## src/hw/ivd_pkg.sv

```systemverilog
// Package of constants and types for the interrupt vector dispatch block
package ivd_pkg;
    localparam int          ADDR_W          = 16;
    localparam int          OFFSET_W        = 16;
    localparam int          STATUS_W        = 16;
    // Vector-table entry points of the CPU
    localparam logic [15:0] VEC_LEVEL_ONE   = 16'h0002;
    localparam logic [15:0] VEC_LEVEL_TWO   = 16'h0004;
    localparam logic [15:0] VEC_NMI         = 16'h0024;
    // Value loaded when nobody answers a maskable acknowledge
    localparam logic [15:0] PHANTOM_OFFSET  = 16'h0000;
    localparam logic [15:0] OFFSET_RESET    = 16'h0000;
    // Position of the pending flag in status word zero
    localparam int          PEND_BIT        = 0;
    // Extra read cycles by source of the vector
    localparam logic [2:0]  WAIT_PERIPH     = 3'h4;
    localparam logic [2:0]  WAIT_EVMGR      = 3'h1;
    localparam logic [2:0]  WAIT_ZERO       = 3'h0;
    localparam logic [1:0]  WORD_ONE        = 2'h1;

    typedef enum logic [2:0] {
        IVD_IDLE,
        IVD_FETCH0,
        IVD_FETCH1,
        IVD_WAIT,
        IVD_DONE
    } ivd_fsm_type;
endpackage

```

## src/hw/ivd_dispatch.sv

```systemverilog
// Interrupt vector dispatch: vector fetch addresses, offset register and pending flag
`timescale 1ns/10ps
module ivd_dispatch #(
    parameter int OFFSET_W = ivd_pkg::OFFSET_W
) (
    input  wire logic                        i_clk,
    input  wire logic                        i_rst_n,
    input  wire logic                        i_ack_level_one,
    input  wire logic                        i_ack_level_two,
    input  wire logic                        i_ack_nmi,
    input  wire logic                        i_offset_valid,
    input  wire logic [OFFSET_W-1:0]         i_offset,
    input  wire logic                        i_offset_evmgr,
    input  wire logic                        i_read_req,
    output logic                             o_fetch_valid,
    output logic [ivd_pkg::ADDR_W-1:0]       o_fetch_addr,
    output logic                             o_read_done,
    output logic [OFFSET_W-1:0]              o_read_data,
    output logic [ivd_pkg::STATUS_W-1:0]     o_system_status_word_zero,
    output logic                             o_vector_read_pending
);

    typedef struct packed {
        ivd_pkg::ivd_fsm_type        fsm;
        logic [ivd_pkg::ADDR_W-1:0]  base;
        logic                        fetch_valid;
        logic [ivd_pkg::ADDR_W-1:0]  fetch_addr;
        logic [OFFSET_W-1:0]         vector_offset_register;
        logic                        src_evmgr;
        logic                        pending;
        logic                        busy;
        logic [2:0]                  wait_cnt;
        logic                        read_done;
        logic [OFFSET_W-1:0]         read_data;
    } ivd_state_type;

    ivd_state_type st;
    ivd_state_type next_st;
    logic          ack_mask;
    logic          ack_any;
    logic          read_start;

    assign ack_mask   = i_ack_level_one | i_ack_level_two;
    assign ack_any    = ack_mask | i_ack_nmi;
    assign read_start = i_read_req & ~st.busy;

    // Next-state logic; one acknowledge at a time, non-maskable takes priority
    always_comb begin
        next_st             = st;
        next_st.fetch_valid = 1'b0;
        next_st.read_done   = 1'b0;
        case (st.fsm)
            ivd_pkg::IVD_IDLE: begin
                if (i_ack_nmi) begin
                    next_st.base = ivd_pkg::VEC_NMI;
                    next_st.fsm  = ivd_pkg::IVD_FETCH0;
                end else if (i_ack_level_two) begin
                    next_st.base = ivd_pkg::VEC_LEVEL_TWO;
                    next_st.fsm  = ivd_pkg::IVD_FETCH0;
                end else if (i_ack_level_one) begin
                    next_st.base = ivd_pkg::VEC_LEVEL_ONE;
                    next_st.fsm  = ivd_pkg::IVD_FETCH0;
                end
            end
            ivd_pkg::IVD_FETCH0: begin
                next_st.fetch_valid = 1'b1;
                next_st.fetch_addr  = st.base;
                next_st.fsm         = ivd_pkg::IVD_FETCH1;
            end
            ivd_pkg::IVD_FETCH1: begin
                // Second word of the branch follows the first
                next_st.fetch_valid = 1'b1;
                next_st.fetch_addr  = st.base + {{(ivd_pkg::ADDR_W-2){1'b0}}, ivd_pkg::WORD_ONE};
                next_st.fsm         = ivd_pkg::IVD_IDLE;
            end
            default: begin
                next_st.fsm = ivd_pkg::IVD_IDLE;
            end
        endcase

        // Offset load on maskable acknowledge only; the NMI path never writes here
        if (ack_mask && !i_ack_nmi && st.fsm == ivd_pkg::IVD_IDLE) begin
            if (i_offset_valid) begin
                next_st.vector_offset_register = i_offset;
                next_st.src_evmgr              = i_offset_evmgr;
            end else begin
                next_st.vector_offset_register = OFFSET_W'(ivd_pkg::PHANTOM_OFFSET);
                next_st.src_evmgr              = 1'b0;
            end
        end

        // Read engine: data is sampled at start so the wait cannot see a later load
        if (read_start) begin
            next_st.busy      = 1'b1;
            next_st.read_data = st.vector_offset_register;
            next_st.wait_cnt  = st.src_evmgr ? ivd_pkg::WAIT_EVMGR : ivd_pkg::WAIT_PERIPH;
        end else if (st.busy) begin
            if (st.wait_cnt == ivd_pkg::WAIT_ZERO) begin
                next_st.busy      = 1'b0;
                next_st.read_done = 1'b1;
            end else begin
                next_st.wait_cnt = st.wait_cnt - 3'h1;
            end
        end

        // Pending flag: the load beats a read that clears in the same cycle
        if (ack_mask && !i_ack_nmi && st.fsm == ivd_pkg::IVD_IDLE) begin
            next_st.pending = 1'b1;
        end else if (read_start) begin
            next_st.pending = 1'b0;
        end
    end

    // State register
    always_ff @(posedge i_clk or negedge i_rst_n) begin
        if (!i_rst_n) begin
            st.fsm                    <= ivd_pkg::IVD_IDLE;
            st.base                   <= '0;
            st.fetch_valid            <= 1'b0;
            st.fetch_addr             <= '0;
            st.vector_offset_register <= OFFSET_W'(ivd_pkg::OFFSET_RESET);
            st.src_evmgr              <= 1'b0;
            st.pending                <= 1'b0;
            st.busy                   <= 1'b0;
            st.wait_cnt               <= ivd_pkg::WAIT_ZERO;
            st.read_done              <= 1'b0;
            st.read_data              <= '0;
        end else begin
            st <= next_st;
        end
    end

    // Outputs straight from the state register
    always_comb begin
        o_system_status_word_zero                   = '0;
        o_system_status_word_zero[ivd_pkg::PEND_BIT] = st.pending;
    end
    assign o_fetch_valid         = st.fetch_valid;
    assign o_fetch_addr          = st.fetch_addr;
    assign o_read_done           = st.read_done;
    assign o_read_data           = st.read_data;
    assign o_vector_read_pending = st.pending;
endmodule

```

## config.mk

```make
export PLATFORM = sky130hd
export DESIGN_NAME = ivd_dispatch
export DESIGN_NICKNAME = d
export VERILOG_FILES = /design/src/hw/ivd_pkg.sv /design/src/hw/ivd_dispatch.sv
export SDC_FILE = /design/constraint.sdc
export NUM_CORES = 1
export LEC_CHECK = 0
export BUFFER_PORTS_ARGS = -buffer_cell sky130_fd_sc_hd__buf_2
export CELL_PAD_IN_SITES_DETAIL_PLACEMENT = 1
export CELL_PAD_IN_SITES_GLOBAL_PLACEMENT = 1
export CORE_MARGIN = 2
export CORE_UTILIZATION = 39
export DETAILED_ROUTE_END_ITERATION = 12
export PLACE_DENSITY_LB_ADDON = 0.1
export SYNTH_ARGS = -nofsm -noshare
export SYNTH_HDL_FRONTEND = slang
export SYNTH_SLANG_ARGS = --single-unit
```

## constraint.sdc

```tcl
create_clock -name i_clk -period 1.8 [get_ports i_clk]
set_input_delay 0.18 -clock i_clk [delete_from_list [all_inputs] [get_ports i_clk]]
set_output_delay 0.18 -clock i_clk [all_outputs]
set_load 0.03 [all_outputs]
```

=== Word level (Yosys, flattened, before mapping) ===
Cells that the tools add are included.

* RAM bits: 0
* Memory bits (read-only): 0
* Bits of input ports: 24
* Bits in registers: 75
* Memories kept: 0
* Bits in latches: 0

* Bitwise operators: 3
* Multiplexer cells: 15
* Add/sub/neg operators: 2
* Reductions and logical operators: 11
* Multipliers: 0
* Equality and inequality tests: 4
* Divide/modulo/power cells: 0
* Shifts and indexed selects: 0
* $lt $le $gt $ge: 0

{| class="wikitable"
|+ Operator list
! kind !! number
|-
| two-way mux 19 bit || 3
|-
| one-hot mux 17 bit (2 select lines) || 1
|-
| two-way mux 17 bit || 1
|-
| adder 16 x 1 -> 16 bit, second input constant || 1
|-
| logical NOT 3 bit || 2
|-
| two-way mux 3 bit || 2
|-
| one-hot mux 3 bit (2 select lines) || 1
|-
| nonzero test 2 bit || 3
|-
| two-way mux 1 bit || 5
|-
| two-way mux 5 bit || 1
|-
| two-way mux 4 bit || 1
|-
| inequality test 4 bit, second input constant || 1
|-
| AND reduction 2 bit || 2
|-
| equality test 3 x 1 -> 1 bit, second input constant || 1
|-
| equality test 3 x 2 -> 1 bit, second input constant || 1
|-
| nonzero test 3 bit || 1
|-
| subtractor 3 x 1 -> 3 bit, second input constant || 1
|-
| logical AND 1 bit || 2
|-
| inequality test 2 bit, second input constant || 1
|-
| bitwise AND 1 bit || 1
|-
| logical NOT 1 bit || 1
|-
| NOT 1 bit || 1
|-
| OR 1 bit || 1
|}

=== Longest topological paths before layout ===
* Word-level depth: 4
* Gate-level depth with buffers: 6
* Mapped depth without buffers: 6

=== Worst setup path after synthesis ===
OpenSTA, ideal clock, no wires.

* Kind: reg-to-reg
* From: register st[72] (netlist name)
* To: register st[73] (netlist name)
* Slack: 0.328 ns
* Stages on the path, launching flop included: 6
* Arrival: 1.347 ns
* Required time: 1.675 ns
* Setup time: 0.125 ns
* Buffers on the path: 0
* Cell sequence: dfrtp_1 inv_1 ha_1 nand2b_4 nor3_1 mux2_2

* Longest elaborated chain between the ends: 2

{| class="wikitable"
|+ Ends and longest elaborated chain
! element !! line !! text
|-
| start, declared || ivd_dispatch.sv:37 || <nowiki>ivd_state_type st;</nowiki>
|-
| start signal, assigned || ivd_dispatch.sv:129 || <nowiki>st <= next_st;</nowiki>
|-
| equality test 3 x 1 -> 1 bit / logical NOT 3 bit (equally long branches) || ivd_dispatch.sv:52 || <nowiki>case (st.fsm)</nowiki>
|-
| one-hot mux 3 bit (2 select lines) / inequality test 4 bit (equally long branches) || - ||
|}

Parallel ways exist; a longest one is shown, timed or not.
A chain may end at the register's enable or synchronous reset.

=== Worst setup path in the final report ===
Ends and elaborated chain as after synthesis.

==> flow_metrics.py <==
metrics = {
    "power_and_ir_drop": {
        "p_leak_nw": 1.37,
        "design_power_total_mw": 4.44,
        "cellPowerDensity_mw_per_mm2": 1700,
        "max-vdd-ir-drop_mv": 0.774,
    },
    "finish": {
        "layout.cells.most_common": "dfrtp_1",
        "antenna_cells": 0,
        "drive_gt1_share_pct": 24.5,
        "mostFrequentLayoutCells": "49 x dfrtp_1, 47 x buf_2, 40 x nand2_1",
        "syn2layout_area_growth_pct": 6.42,
        "fin_nets": 299,
    },
    "sta": {
        "setup_slack_ns": 0.175,
        "final.setup.tns_ns": 0,
        "rsz0062_at_grt": "false",
        "setup_viol": 0,
        "period_needed_ns": 1.62,
        "hold_violations": 0,
        "whs_ns": 0.130,
        "fmax_mhz": 615,
        "period_share_pct": 90.3,
        "skew_ns": 0.00639,
        "slew_violations": 0,
    },
    "worst_hold_path": {
        "hold_class": "input port to flip-flop",
    },
    "clocking": {
        "insertion_delay_ns": 0.29,
        "clockBufferDepth": 2,
        "numCtsBuffers": 5,
        "cts_root_buf": "clkbuf_8",
        "post_cts_buffers": 0,
        "cts_tree": "yes",
        "numClockSinks": 49,
        "clk_pin_slew_ns": 0.09,
        "htree_levels": 2,
    },
    "synth": {
        "ys_ff_latch": 49,
        "syn_area_mm2": 0.00245,
        "yosysSeqAreaShare_pct": 49.9,
        "yosys_warnings": 0,
        "syn_avg_cell_area_um2": 10.3,
        "ys_types": 33,
        "syn_inst": 239,
    },
    "critical_path": {
        "reg2reg_slack_ns": 0.18,
        "crit_chain": "inv_1 > ha_1 > nand2b_4 > nor3_1 > mux2_2",
        "cp_max_fo": 6,
        "worstPathRequired_ns": 1.98,
        "crit_slowest_cell": "dfrtp_1",
        "cpPeakStageDelay_ns": 0.42,
        "path_buf_inv": 1,
        "critPathLaunchType": "flip-flop",
        "crit_arrival_ns": 1.81,
        "path_delay_family": "flip-flops",
        "crit_type": "flip-flop to flip-flop",
        "crit_path_end_kind": "flip-flop",
    },
    "drt": {
        "post-route-drc-count": 0,
        "routedWlPerCell_um": 12.5,
        "drt-initial-drc-count": 41,
        "viasPerCell": 4.38,
        "num_vias": 1507,
        "drt-total-wl_mm": 4.32,
        "ant_nets": 0,
        "drt_pass1_iterations": 4,
    },
    "place": {
        "place_ws_ns": 0.172,
        "gp_congestion": 0.675,
        "dp_hpwl_mm": 3.18,
        "numPortBuffers": 47,
    },
    "global_routing": {
        "grt_pass1_wl_mm": 7.47,
        "gr-total-overflow": 0,
        "grt_pass1_vias": 1550,
        "antenna_found_initial": 0,
        "grt_start_max_net_pins": 31,
        "grt_use_total_pct": 13.3,
    },
    "die": {
        "rows": 28,
        "die_y_um": 83.3,
        "die-width_um": 83.3,
        "initial_core_util_pct": 41.0,
        "dieArea_mm2": 0.00694,
        "io_pins": 75,
        "core_area_mm2": 0.00599,
    },
    "run_status": {
        "status": "finished, final reports clean",
    },
    "flow_run": {
        "drv_cap": 0,
    },
}
[registers in the layout (all words and copies together) (netlist names)]
signal                 flops
o_fetch_addr               4
o_fetch_valid              1
o_read_data               16
o_read_done                1
o_vector_read_pending      1
st                        26
[worst register-to-register path, stage by stage, from the launching register on]
cell	delay [ns]
dfrtp_1	0.42
inv_1	0.12
ha_1	0.31
nand2b_4	0.13
nor3_1	0.19
mux2_2	0.36
[cells by family after synthesis]
family / count (synthesis) / synth area share, %
multiplexers: 18 / 7.49
buffers and inverters: 79 / 20.6
other: 1 / 0.153
adder cells (fa/ha/maj): 7 / 3.57
AO/OA/AOI/OAI: 33 / 8.21
AND/OR/NAND/NOR: 51 / 9.68
flip-flops: 49 / 49.9
XOR/XNOR: 1 / 0.357
[cells in the mapped netlist]
master	number	area share, %
and2_1	1	0.26
nand3_1	1	0.20
ha_1	7	3.6
clkbuf_2	1	0.20
o22ai_1	3	0.76
buf_4	50	15
nor3_1	1	0.20
a211oi_1	1	0.31
o21ai_1	1	0.20
o41a_2	1	0.51
nor2b_1	1	0.26
a22o_2	1	0.41
o21ai_0	19	3.9
inv_1	24	3.7
nand2b_4	1	0.56
o31ai_1	2	0.61
nor2_4	1	0.46
nor2_8	1	0.82
o221ai_1	1	0.36
a21o_1	1	0.31
nand2_1	40	6.1
buf_2	3	0.61
nand2b_1	2	0.51
mux2i_1	15	6.1
a21boi_0	1	0.31
mux2_2	3	1.4
buf_12	1	0.82
dfrtp_1	49	50
xor2_1	1	0.36
a21oi_1	1	0.20
nor2_1	2	0.31
a22o_1	1	0.36
conb_1	1	0.15
[layer usage]
layer	vias up	routed length (µm)	part of all wire (%)	global-route usage, %
li1	738	-	-	-
met1	717	1970	46	17.5
met2	50	2070	48	21.6
met3	2	231	5.4	2.88
met4	0	43	1.0	4.47
met5	-	0	0	0
[power by group]
part,total (mW),leakage (nW),switching (mW),internal (mW)
sequential,1.82,0.626,0.231,1.59
combinational,1.92,0.692,1.27,0.652
clock,0.700,0.0542,0.352,0.348
total,4.44,1.37,1.86,2.59
[through the flow]
step                      cell area [µm²]  std cells  util [%]
after global placement               2500        335      41.8
after detailed placement             2500        335      41.8
after floorplan                      2550        265         -
final                                2610        344      43.6
after global routing                 2610        344      43.6
after CTS                            2610        344      43.6
[path summary, 6_finish.rpt]
check	to	start	cells past startpoint
hold / removal	st[27]	i_offset[4]	3
min in group asynchronous	o_read_data[15]	i_rst_n	2
setup reg to reg	st[73]	st[72]	5
max in group asynchronous	st[23]	i_rst_n	3
hold reg to reg	o_read_data[5]	o_read_data[5]	2
setup / recovery	st[73]	st[72]	5
[cell type report]
class | count | area (µm²)
clock inverters | 1 | 5.00
flip-flops and latches | 49 | 1230
repair buffers | 51 | 280
inverters | 24 | 90.1
clock buffers | 7 | 96.3
well taps | 75 | 93.8
fillers | 694 | 3380
multi-input cells | 137 | 821
[what timing repair did]
action / 4_1_cts / 5_1_grt
endpoints found under the hold margin: 19 / 0
hold buffers: 1 / 0
resized for setup: 0 / 0
No activity file was read; power rests on OpenSTA's default activity.
